<file path="config.mk">
export PLATFORM = sky130hd
export DESIGN_NAME = tc_output_logic
export DESIGN_NICKNAME = d
export VERILOG_FILES = /design/src/tc_pkg.sv /design/src/tc_output_logic.sv
export SDC_FILE = /design/constraint.sdc
export NUM_CORES = 2
export LEC_CHECK = 0
export ABC_AREA = 0
export ABC_CLOCK_PERIOD_IN_PS = 6400
export BUFFER_PORTS_ARGS = -buffer_cell sky130_fd_sc_hd__buf_2
export CORE_UTILIZATION = 64
export DETAILED_ROUTE_END_ITERATION = 8
export PLACE_DENSITY = 0.82
export SLEW_MARGIN = 20
export SYNTH_ARGS = -nofsm -noshare
export SYNTH_HDL_FRONTEND = slang
export SYNTH_SLANG_ARGS = --single-unit
</file>
<file path="constraint.sdc">
create_clock -name clk -period 6.4 [get_ports clk]
set_input_delay 0.32 -clock clk [delete_from_list [all_inputs] [get_ports clk]]
set_output_delay 0.32 -clock clk [all_outputs]
set_load 0.01 [all_outputs]
</file>
<file path="src/tc_pkg.sv">
// Shared types and constants of the temperature control output logic.
package tc_pkg;
  // ---------------------------------------------------------------------
  // Register map (byte addresses, 16-bit data in the low bits)
  // ---------------------------------------------------------------------
  localparam logic [7:0] A_CTRL  = 8'h00;
  localparam logic [7:0] A_LO    = 8'h04;
  localparam logic [7:0] A_HI    = 8'h08;
  localparam logic [7:0] A_RANGE = 8'h0C;
  localparam logic [7:0] A_LIMIT = 8'h10;
  localparam logic [7:0] A_HYST  = 8'h14;
  localparam logic [7:0] A_PCT   = 8'h18;
  localparam logic [7:0] A_GRAD  = 8'h1C;
  localparam logic [7:0] A_SP    = 8'h20;
  localparam logic [7:0] A_STAT  = 8'h24;
  // Control register fields.
  localparam int C_COOL = 2;
  localparam int C_FOLL = 3;
  localparam int C_CSEL = 4;
  localparam int C_LSEL = 5;
  // ---------------------------------------------------------------------
  // Reset values, temperatures in 0.1 degree units
  // ---------------------------------------------------------------------
  localparam logic signed [15:0] RST_LO    = 16'sh0000;
  localparam logic signed [15:0] RST_HI    = 16'sh07D0;
  localparam logic signed [15:0] RST_SP    = 16'sh01F4;
  localparam logic signed [15:0] RST_RANGE = 16'sh001E;
  localparam logic signed [15:0] RANGE_MIN = 16'sh0005;
  localparam logic signed [15:0] RANGE_MAX = 16'sh00C8;
  localparam logic signed [15:0] RST_LIMIT = 16'sh03E8;
  localparam logic signed [15:0] RST_HYST  = 16'sh0032;
  localparam logic signed [15:0] RST_GRAD  = 16'sh0000;
  localparam logic signed [15:0] ONE_STEP  = 16'sh0001;
  localparam logic [6:0]  RST_PCT  = 7'h19;
  localparam logic [15:0] PCT_FULL = 16'h0064;
  localparam logic [15:0] PERIOD_S = 16'h003C;
  // ---------------------------------------------------------------------
  // Timing in its own units
  // ---------------------------------------------------------------------
  localparam int CLK_HZ   = 25_000_000;
  localparam int SLOW_HZ  = 1;
  localparam int FAST_HZ  = 4;
  localparam int DEB_MS   = 20;
  localparam int TEST_MS  = 100;
  localparam int GREEN_MS = 1000;
  // ---------------------------------------------------------------------
  // Types
  // ---------------------------------------------------------------------
  // Fault bits: board temperature, supply, sensor open, relay.
  localparam int F_SENS = 2;
  localparam logic [3:0] F_UNIT = 4'hB;
  // Buttons: up, down, enter, back.
  localparam logic [3:0] B_UP    = 4'h1;
  localparam logic [3:0] B_DN    = 4'h2;
  localparam logic [3:0] B_ENTER = 4'h4;
  localparam logic [3:0] B_BACK  = 4'h8;
  localparam logic [3:0] B_UPDN  = 4'h3;
  localparam logic [3:0] B_MENU  = 4'hC;
  typedef enum logic [1:0] {M_SELF, M_TWO, M_FIXED, M_OFF} mode_e;
  typedef enum logic [1:0] {PH_TEST, PH_GREEN, PH_RUN} phase_e;
  typedef struct packed {
    logic r;
    logic g;
    logic b;
  } led_s;
  localparam led_s LED_OFF    = 3'h0;
  localparam led_s LED_WHITE  = 3'h7;
  localparam led_s LED_GREEN  = 3'h2;
  localparam led_s LED_BLUE   = 3'h1;
  localparam led_s LED_RED    = 3'h4;
  localparam led_s LED_YELLOW = 3'h6;
  localparam led_s LED_PURPLE = 3'h5;
  typedef struct packed {
    logic signed [15:0] ta;
    logic signed [15:0] tb;
    logic [3:0]         flt;
    logic [3:0]         btn;
  } pin_s;
endpackage

</file>
<file path="src/tc_output_logic.sv">
// Decision, limiter, fault and status LED logic of the controller.
`timescale 1ns/1ps
// Overview of operation
// Self-test white, then brief green, then run
// Steady green inside good range
// Slow blue flash below good range
// Slow red flash above good range
// Slow yellow flash while limiter exceeded
// Four fault inputs watched at all times
// Fault cuts output, fast flash per class
// Acknowledge clears only vanished faults
// Cleared fault returns to normal control
// Up+down toggles on; enter+back opens menu
// Setpoint always clamped to limits (clamped on A_SP write and edit steps; A_LO/A_HI writes do not re-clamp it)
// Enter commits edit, back aborts it
// Two-point switches at setpoint plus/minus range
// Fixed mode: percent of one minute on
// Deactivated mode: only limiter acts
// Good range 0.5 to 20 degrees
// Setpoint ramps at configured gradient
// Follower uses other sensor as setpoint
// Sensor choice independent for both functions
// Self-adjusting mode adapts switch-off point
// Limiter overrides control and cuts output
// Heater or cooler sense of demand
// Limiter releases below limit minus hysteresis
// Fifty-percent flashing, faults shown first (the self-test white is still shown ahead of faults)
// Combinations need debounced stable buttons
module tc_output_logic #(
  parameter int SLOW_HALF = tc_pkg::CLK_HZ / (2 * tc_pkg::SLOW_HZ),
  parameter int FAST_HALF = tc_pkg::CLK_HZ / (2 * tc_pkg::FAST_HZ),
  parameter int DEB_CYC   = tc_pkg::CLK_HZ / 1000 * tc_pkg::DEB_MS,
  parameter int TEST_CYC  = tc_pkg::CLK_HZ / 1000 * tc_pkg::TEST_MS,
  parameter int GREEN_CYC = tc_pkg::CLK_HZ / 1000 * tc_pkg::GREEN_MS
) (
  input  wire logic         clk,
  input  wire logic         rst_n,
  input  wire tc_pkg::pin_s pins,
  input  wire logic [7:0]   addr,
  input  wire logic [15:0]  wdata,
  input  wire logic         wr,
  input  wire logic         rd,
  output logic [15:0]       rdata,
  output tc_pkg::led_s      led,
  output logic              heat,
  output logic              menu,
  output logic              editing,
  output logic [15:0]       edit_val
);
  import tc_pkg::*;

  localparam logic [31:0] SLOW_END  = 32'(SLOW_HALF - 1);
  localparam logic [31:0] FAST_END  = 32'(FAST_HALF - 1);
  localparam logic [31:0] DEB_END   = 32'(DEB_CYC - 1);
  localparam logic [31:0] TEST_END  = 32'(TEST_CYC - 1);
  localparam logic [31:0] GREEN_END = 32'(GREEN_CYC - 1);

  // -----------------------------------------------------------------------
  // State
  // -----------------------------------------------------------------------
  typedef struct packed {
    pin_s               p1;
    pin_s               p2;
    logic [3:0]         bcand;
    logic [3:0]         bst;
    logic [3:0]         bold;
    logic [31:0]        dcnt;
    logic               combo;
    logic [31:0]        scnt;
    logic               sph;
    logic [31:0]        fcnt;
    logic               fph;
    logic [5:0]         secs;
    phase_e             ph;
    logic [31:0]        tmr;
    logic [3:0]         flt;
    logic               on;
    mode_e              mode;
    logic               cool;
    logic               foll;
    logic               csel;
    logic               lsel;
    logic signed [15:0] lo;
    logic signed [15:0] hi;
    logic signed [15:0] rng;
    logic signed [15:0] lim;
    logic signed [15:0] hys;
    logic signed [15:0] grad;
    logic [6:0]         pct;
    logic signed [15:0] sp;
    logic signed [15:0] esp;
    logic signed [15:0] edv;
    logic               edit;
    logic               dem;
    logic               pk;
    logic signed [15:0] adj;
    logic               trip;
    led_s               led;
    logic               heat;
    logic               menu;
    logic [15:0]        rdata;
  } state_s;

  state_s             s;
  state_s             n;
  logic signed [15:0] t_ctl;
  logic signed [15:0] t_lim;
  logic signed [15:0] tgt;
  logic signed [15:0] err;
  logic signed [15:0] base;
  logic               sec_tick;
  logic [3:0]         rel;
  logic               fixed_on;

  function automatic logic signed [15:0] clampv(
    input logic signed [15:0] v,
    input logic signed [15:0] l,
    input logic signed [15:0] h);
    clampv = (v < l) ? l : ((v > h) ? h : v);
  endfunction

  // -----------------------------------------------------------------------
  // Next state
  // -----------------------------------------------------------------------
  always_comb begin
    n = s;
    n.p1 = pins;
    n.p2 = s.p1;
    n.menu = 1'b0;
    // Control and limiter may share or split the two inputs.
    t_ctl = s.csel ? s.p2.tb : s.p2.ta;
    t_lim = s.lsel ? s.p2.tb : s.p2.ta;
    tgt = s.foll ? (s.csel ? s.p2.ta : s.p2.tb) : s.sp;
    // Mirroring the error lets one decision serve heater and cooler.
    err = s.cool ? (s.esp - t_ctl) : (t_ctl - s.esp);
    base = s.edit ? s.edv : s.sp;
    // Flash timers; the slow falling phase doubles as the second tick.
    sec_tick = (s.scnt == SLOW_END) && s.sph;
    n.scnt = (s.scnt == SLOW_END) ? 32'h0 : s.scnt + 32'h1;
    n.sph = (s.scnt == SLOW_END) ? ~s.sph : s.sph;
    n.fcnt = (s.fcnt == FAST_END) ? 32'h0 : s.fcnt + 32'h1;
    n.fph = (s.fcnt == FAST_END) ? ~s.fph : s.fph;
    if (sec_tick) begin
      n.secs = (16'(s.secs) == PERIOD_S - 16'h1) ? 6'h0 : s.secs + 6'h1;
    end
    // Buttons count as pressed only after a stable debounce window.
    rel = 4'h0;
    n.bold = s.bst;
    if (s.p2.btn != s.bcand) begin
      n.bcand = s.p2.btn;
      n.dcnt = 32'h0;
    end else if (s.dcnt != DEB_END) begin
      n.dcnt = s.dcnt + 32'h1;
    end else begin
      n.bst = s.bcand;
    end
    if (s.bst == B_UPDN && !s.combo) begin
      n.on = ~s.on;
      n.combo = 1'b1;
    end
    if (s.bst == B_MENU && !s.combo) begin
      n.menu = 1'b1;
      n.combo = 1'b1;
    end
    // Single presses act on release so a combination never leaks one.
    if (s.bold != 4'h0 && s.bst == 4'h0) begin
      n.combo = 1'b0;
      if (!s.combo) begin
        rel = s.bold;
      end
    end
    // Faults latch from power-up onward.
    n.flt = s.flt | s.p2.flt;
    unique case (rel)
      B_UP: begin
        n.edv = clampv(base + ONE_STEP, s.lo, s.hi);
        n.edit = 1'b1;
      end
      B_DN: begin
        n.edv = clampv(base - ONE_STEP, s.lo, s.hi);
        n.edit = 1'b1;
      end
      B_ENTER: begin
        if (s.edit) begin
          n.sp = s.edv;
          n.edit = 1'b0;
        end else begin
          n.flt = s.p2.flt;
        end
      end
      B_BACK: n.edit = 1'b0;
      default: ;
    endcase
    // Setpoint ramp.
    if (s.grad <= 16'sh0) begin
      n.esp = tgt;
    end else if (sec_tick && s.esp < tgt) begin
      n.esp = (tgt - s.esp > s.grad) ? s.esp + s.grad : tgt;
    end else if (sec_tick && s.esp > tgt) begin
      n.esp = (s.esp - tgt > s.grad) ? s.esp - s.grad : tgt;
    end
    // Limiter with release hysteresis.
    if (t_lim > s.lim) begin
      n.trip = 1'b1;
    end else if (t_lim < s.lim - s.hys) begin
      n.trip = 1'b0;
    end
    // Control decision.
    fixed_on = 16'(s.secs) * PCT_FULL < 16'(s.pct) * PERIOD_S;
    unique case (s.mode)
      M_TWO: begin
        if (err < -s.rng) n.dem = 1'b1;
        else if (err > s.rng) n.dem = 1'b0;
      end
      M_SELF: begin
        // Overshoot past the band pulls the switch-off point in.
        if (!s.dem && err > s.rng) n.pk = 1'b1;
        if (err < -s.rng && !s.dem) begin
          n.dem = 1'b1;
          n.pk = 1'b0;
          if (s.pk && s.adj < s.rng) n.adj = s.adj + ONE_STEP;
          else if (!s.pk && s.adj > 16'sh0) n.adj = s.adj - ONE_STEP;
        end else if (err > s.rng - s.adj) begin
          n.dem = 1'b0;
        end
      end
      M_FIXED: n.dem = fixed_on;
      M_OFF: n.dem = 1'b1;
    endcase
    n.heat = (s.ph == PH_RUN) && s.on && s.flt == 4'h0
      && !s.trip && s.dem;
    // Power-up sequence.
    n.tmr = s.tmr + 32'h1;
    unique case (s.ph)
      PH_TEST: if (s.tmr == TEST_END) begin
        n.ph = PH_GREEN;
        n.tmr = 32'h0;
      end
      PH_GREEN: if (s.tmr == GREEN_END) n.ph = PH_RUN;
      PH_RUN: n.tmr = 32'h0;
      default: n.ph = PH_TEST;
    endcase
    // Status LED, self-test white first, then faults.
    if (s.ph == PH_TEST) begin
      n.led = LED_WHITE;
    end else if ((s.flt & F_UNIT) != 4'h0) begin
      n.led = s.fph ? LED_RED : LED_OFF;
    end else if (s.flt[F_SENS]) begin
      n.led = s.fph ? LED_PURPLE : LED_OFF;
    end else if (s.ph == PH_GREEN) begin
      n.led = LED_GREEN;
    end else if (s.trip) begin
      n.led = s.sph ? LED_YELLOW : LED_OFF;
    end else if (t_ctl < s.esp - s.rng) begin
      n.led = s.sph ? LED_BLUE : LED_OFF;
    end else if (t_ctl > s.esp + s.rng) begin
      n.led = s.sph ? LED_RED : LED_OFF;
    end else begin
      n.led = LED_GREEN;
    end
    // Register port.
    if (wr) begin
      unique case (addr)
        A_CTRL: begin
          n.mode = mode_e'(wdata[1:0]);
          n.cool = wdata[C_COOL];
          n.foll = wdata[C_FOLL];
          n.csel = wdata[C_CSEL];
          n.lsel = wdata[C_LSEL];
        end
        A_LO: n.lo = wdata;
        A_HI: n.hi = wdata;
        A_RANGE: n.rng = clampv(wdata, RANGE_MIN, RANGE_MAX);
        A_LIMIT: n.lim = wdata;
        A_HYST: n.hys = wdata;
        A_PCT: n.pct = (wdata > PCT_FULL) ? 7'(PCT_FULL) : wdata[6:0];
        A_GRAD: n.grad = wdata;
        A_SP: n.sp = clampv(wdata, s.lo, s.hi);
        default: ;
      endcase
    end
    n.rdata = 16'h0;
    if (rd) begin
      unique case (addr)
        A_CTRL: n.rdata = {10'h0, s.lsel, s.csel, s.foll, s.cool, s.mode};
        A_LO: n.rdata = s.lo;
        A_HI: n.rdata = s.hi;
        A_RANGE: n.rdata = s.rng;
        A_LIMIT: n.rdata = s.lim;
        A_HYST: n.rdata = s.hys;
        A_PCT: n.rdata = {9'h0, s.pct};
        A_GRAD: n.rdata = s.grad;
        A_SP: n.rdata = s.sp;
        A_STAT: n.rdata = {5'h0, s.ph, s.edit, s.trip, s.heat, s.on,
                           s.dem, s.flt};
        default: n.rdata = 16'h0;
      endcase
    end
  end

  // -----------------------------------------------------------------------
  // Registers
  // -----------------------------------------------------------------------
  always_ff @(posedge clk or negedge rst_n) begin
    if (!rst_n) begin
      s <= '0;
      s.ph <= PH_TEST;
      s.on <= 1'b1;
      s.mode <= M_SELF;
      s.lo <= RST_LO;
      s.hi <= RST_HI;
      s.rng <= RST_RANGE;
      s.lim <= RST_LIMIT;
      s.hys <= RST_HYST;
      s.grad <= RST_GRAD;
      s.pct <= RST_PCT;
      s.sp <= RST_SP;
      s.esp <= RST_SP;
      s.edv <= RST_SP;
      s.led <= LED_WHITE;
    end else begin
      s <= n;
    end
  end

  assign rdata = s.rdata;
  assign led = s.led;
  assign heat = s.heat;
  assign menu = s.menu;
  assign editing = s.edit;
  assign edit_val = s.edv;
endmodule // tc_output_logic

</file>
# --- Word-level counts from Yosys, hierarchy flattened ---
# Cells that the tools add are included.
classes:
  n_div: 0
  multipliers: 2
  n_addsub: 20
  n_mux: 67
  eq_ne: 31
  order_cmp: 24
  bitwise: 7
  reduce_logical: 48
  n_shift: 0
op_table:
  columns: ["operator", "n"]
  rows:
  - ["2-to-1 mux 16 bit", 25]
  - ["greater-than comparator 16 bit", 10]
  - ["one-hot mux 16 bit (10 select lines)", 1]
  - ["adder 32 x 1 -> 32 bit, second input constant", 4]
  - ["less-than comparator 16 bit", 8]
  - ["2-to-1 mux 32 bit", 4]
  - ["subtractor 16 bit", 8]
  - ["== test 32 x 22 -> 1 bit, second input constant", 2]
  - ["one-hot mux 32 bit (2 select lines)", 1]
  - ["2-to-1 mux 34 bit", 1]
  - ["2-to-1 mux 3 bit", 11]
  - ["adder 16 bit", 2]
  - ["adder 16 x 2 -> 16 bit, second input constant", 2]
  - ["== test 32 x 24 -> 1 bit, second input constant", 1]
  - ["== test 32 x 25 -> 1 bit, second input constant", 1]
  - ["== test 8 x 5 -> 1 bit, second input constant", 4]
  - ["!= test 32 x 19 -> 1 bit, second input constant", 1]
  - ["one-hot mux 16 bit (2 select lines)", 1]
  - ["subtractor 16 x 2 -> 16 bit, second input constant", 2]
  - ["AND reduction 2 bit", 11]
  - ["2-to-1 mux 17 bit", 1]
  - ["== test 8 x 4 -> 1 bit, second input constant", 2]
  - ["== test 8 x 6 -> 1 bit, second input constant", 2]
  - ["greater-than comparator 16 x 1 -> 1 bit, second input constant", 1]
  - ["40 further kinds", 93]
word_totals:
  n_memories: 0
  out_inout_bits: 38
  mem_bits_ro: 0
  inputBits: 68
  mem_bits_rw: 0
  latchBits: 0
  elab_cells: 247
  ff_bits: 434

# --- Longest topological paths before layout ---
depth:
  ltp_word: 9
  depth_mapped: 28
  ltp_nobuf: 25

# --- Least setup slack after synthesis ---
# OpenSTA, ideal clock, no wires.
synth_path:
  path_type: "reg-to-reg"
  startpoint: "reg s[193] in the netlist's numbering"
  endpoint: "reg s[25] in the netlist's numbering"
  setup_ps: 135
  n_path_buf: 4
  arrival_time_ps: 5624
  stages_incl_launch_ff: 25
  period_less_slack_ps: 5759
  setup_slack_ps: 641
  cell_sequence: "dfrtp_1 -> clkbuf_1 -> clkbuf_1 -> mux2i_1 -> inv_1 -> fa_1 -> a21o_1 -> a21o_1 -> a21o_1 -> a211oi_1 -> o31ai_1 -> a31oi_1 -> o21ai_0 -> a31oi_1 -> xnor2_1 -> ha_1 -> or4b_2 -> a211oi_1 -> o21ai_0 -> a21boi_0 -> nand2b_1 -> clkbuf_1 -> clkbuf_1 -> nand2_1 -> o21ai_0"
synth_between:
  elab_chain_cells: 6
  elab_cells_between_ends: 7
  classes_between: "2 x add/sub; 1 x order compare; 2 x mux; 2 x reduce/logical"
synth_rtl:
  columns: ["item", "line", "rtl"]
  rows:
  - ["from (decl)", "tc_output_logic.sv:104", "state_s s;"]
  - ["from (signal assigned)", "tc_output_logic.sv:322", "s <= n;"]
  - ["2-to-1 mux 16 bit *", "tc_output_logic.sv:131", "t_ctl = s.csel ? s.p2.tb : s.p2.ta;"]
  - ["subtractor 16 bit", "tc_output_logic.sv:135", "err = s.cool ? (s.esp - t_ctl) : (t_ctl - s.esp);"]
  - ["2-to-1 mux 16 bit *", "tc_output_logic.sv:135", null]
  - ["less-than comparator 16 bit *", "tc_output_logic.sv:218", "if (err < -s.rng && !s.dem) begin"]
  - ["logical AND 1 bit *", "tc_output_logic.sv:218", null]
  - ["AND reduction 3 bit (no source line) *", null, null]
# Every way passes the cells marked *; elsewhere a longest branch is shown, timed or not.
# A chain may end at the register's enable or synchronous reset.

# --- Final worst setup path ---
layout_path:
  startpoint: "reg s[193] in the netlist's numbering"
  endpoint: "reg s[32] in the netlist's numbering"
# Same word-level chain as after synthesis.

==> metrics <==
routability cong. 1.07; post-synthesis cell type count 92; DRT Pass-1 Iters 9; total grt overflow 0; skew final 0.0413 ns; first-pass GRT wire length 165 mm; CTS Root Cell clkbuf_16; part of the cycle the worst path needs 92.9%; Crit path buffers/inverters 2; DR vias 30500; slew margin rel. 16.5%; P_int 7.94 mW; setup ws final 0.452 ns; WL final 107 mm; I/O Buffers 105; Most used DFF post-synth dfrtp_1; area delta synth->final 9.22%; Tmin final 5.95 ns; later-pin clock latency in the skew report 0.62 ns; Iter 0 DRT Violations 3476; vias in the first global route 29000; post-synthesis area per instance 9.13 um^2; Clock Sinks 434; largest net degree at the start of global routing 170; EDFF count, synth 0; combinational share of power 53.1%; RSZ-0062 raised after global routing no; CTS clock-pin slew for the worst setup and hold paths 0.06 ns; switching portion of total power 42.6%; post-CTS setup buffer count 0; Flop pwr share 23.8%; Post-DP HPWL 80.8 mm; peak supply drop 0.000229 V; Via density 6.56; data arrival time of the worst path 6.43 ns; initial core utilization 65.0%; number of setup violations in the final report 0; final setup TNS 0 ns; final instance area 0.0383 mm^2; Cell Area, Placed 0.0360 mm^2; CP max stage delay 0.64 ns; pre-CTS setup slack 0.415 ns; yosys synthesis warning count 0; syn nets 4384; initial antenna violation count 2; Hold Path Class input port to flop; fill count 4073; share of layout cells above drive strength 1 10.7%; total die area 0.0557 mm^2; I/O pin count 106; DRT antenna net count 0; H-Tree Depth 2; TritonCTS clock tree done; DR WL/cell 22.9 um; Leakage 17.5 nW; sequential fraction of the synthesis area 31.1%; synthesized flop and latch total 434; Synth top area share 27.8%; FMAX 0.168 GHz; outcome complete, no violations; max_cap viols 0; Async S/R FF share, synth 100%; core area 0.0539 mm^2; Total Power 13.8 mW; Power Dens Cells 362 mW/mm^2; Core Util, Final 71.0%; R2R Setup Slk 0.45 ns; Die X 236 um; Worst Path Required 6.89 ns; CTS buffer count 50; CP max stage cell or4b_2; worst path cell trace mux2i_1, inv_1, fa_1, a21o_1, a21o_1, a21o_1, a211oi_1, o31ai_1, a31oi_1, o21ai_0, a31oi_1, xnor2_1, ha_1, or4b_2, a211oi_1, o21ai_0, a21boi_1, nand2b_1, buf_4, mux2_2; max-slew violations 0; switching power 5.90 mW; FP Rows 85; CP dominant cell by count a21o_1; critical path class flop to flop; # nets final 4462; Die Y 236 um; CP Max Fanout 25; gate count of the mapped netlist 3839; Clock Power Share 23.0%; CP top delay family compound AO/OA/AOI/OAI gates; deepest clock path buffer count 3; Overall Global Routing Usage 37.9%; startpoint types flop; Post-route DRC 0; Hold Fails Final Rpt 0; largest cells by area after synthesis dfrtp_1, ha_1, xnor2_1; worst slew pin tran 1.25 ns; Synth Cell Area 0.0350 mm^2; area leader, netlist dfrtp_1; Worst Setup End Kind flop
-- flip-flops by register name, summed over array words and instances, names as in the netlist --
signal and flops:
edit_val 16, menu 1, rdata 16, led 3, n 44, editing 1, s 352, heat 1
-- cells in the mapped netlist, types with 16 or more instances --
library cell	count
o21bai_1	22
nand2b_1	49
and3_1	35
nor4_1	43
ha_1	454
o21a_1	43
and4_1	16
a22o_1	20
inv_1	277
a22oi_1	16
xnor2_1	164
mux2_2	103
a211oi_1	30
a21o_1	94
nor2_1	257
buf_4	39
nor3_1	84
nand2_1	260
fa_1	23
xor2_1	117
nand3_1	100
o21ai_0	193
dfrtp_1	390
nor2b_1	51
buf_2	20
o2bb2ai_1	20
or3_1	30
dfstp_2	44
a221oi_1	27
o211ai_1	28
a31oi_1	35
a21oi_1	238
nand4_1	88
a222oi_1	17
mux2i_1	108
clkbuf_1	93
-- power groups by stage --
stage	Clock (mW)	Combinational [mW]	Sequential, mW
4_1_cts	3.21	7.17	3.27
2_1_floorplan	0	5.43	3.15
3_3_place_gp	0	6.99	3.32
6_report	3.19	7.36	3.30
3_5_place_dp	0	7.07	3.32
5_1_grt	3.32	8.10	3.30
-- worst register-to-register path: cells and delay by family (launching register included) --
family	cells	cell delay [ns]
simple gates	2	0.73
compound gates	11	2.44
fa+ha+maj	2	0.73
xor+xnor	1	0.15
flops	1	0.47
mux	2	0.87
buf+inv	2	0.46
-- worst paths after layout --
check                                   startpoint                end  cells after the start
worst min-delay path                      wdata[0]  s[89]$_DFFE_PN1P_                      2
min in group asynchronous                    rst_n   s[293]$_DFF_PN0_                      2
worst min register to register    n[374]$_DFF_PN0_   s[374]$_DFF_PN0_                      0
worst max register to register  s[193]$_DFFE_PN0P_  s[32]$_DFFE_PN0P_                     20
worst max-delay path            s[193]$_DFFE_PN0P_  s[32]$_DFFE_PN0P_                     20
max in group asynchronous                    rst_n    s[88]$_DFF_PN0_                      3
-- cells in the final DEF, fill, tap and decap left out, types with 94 or more instances in the layout --
cell,synthesis,routed
mux2i_1,108,108
inv_1,277,277
nor2_1,257,256
nand3_1,100,100
ha_1,454,454
buf_2,20,104
dfrtp_1,390,389
o21ai_0,193,193
mux2_2,103,103
nand2_1,260,260
xnor2_1,164,164
xor2_1,117,117
a21o_1,94,94
a21oi_1,238,238
-- per-layer routing --
layer | GRT usage, % | routed length, um | up-vias
li1 | - | - | 14000
met3 | 6.85 | 9730 | 338
met1 | 50.8 | 43800 | 14600
met2 | 59.6 | 47600 | 1536
met5 | 0 | 11 | -
met4 | 17.5 | 5570 | 2
-- layout make-up --
cell class / count / area, um^2 / share of cell area [%]
diodes: 1 / 2.50 / 0.00654
clock buffers: 68 / 1400 / 3.65
clock inverters: 25 / 438 / 1.14
inverters: 279 / 1050 / 2.74
multi-input cells: 2966 / 22300 / 58.3
flip-flops and latches: 434 / 10900 / 28.5
well taps: 696 / 871 / 2.27
repair buffers: 186 / 1270 / 3.32
-- kinds of logic after synthesis --
group / count (synthesis) / synth area share (%)
flip-flops: 434 / 31.1
XOR/XNOR: 282 / 7.09
AND/OR/NAND/NOR: 1091 / 15.7
buffers and inverters: 439 / 5.23
AO/OA/AOI/OAI: 900 / 16.8
adder cells (fa/ha/maj): 477 / 17.5
multiplexers: 216 / 6.59
-- timing repair --
item,CTS,global route
hold buffers,41,0
endpoints found under the setup margin,0,11
resized for setup,0,1
endpoints found under the hold margin,137,0
-- through the flow --
stage / instances / hold WS, ns
floorplan: 3839 / 0.0244
global placement: 4520 / 0.333
detailed placement: 4520 / 0.335
CTS: 4654 / 0.0540
global route: 4654 / 0.0888
finish: 4655 / 0.0672
Note: power is estimated with default switching activity, not from simulation.
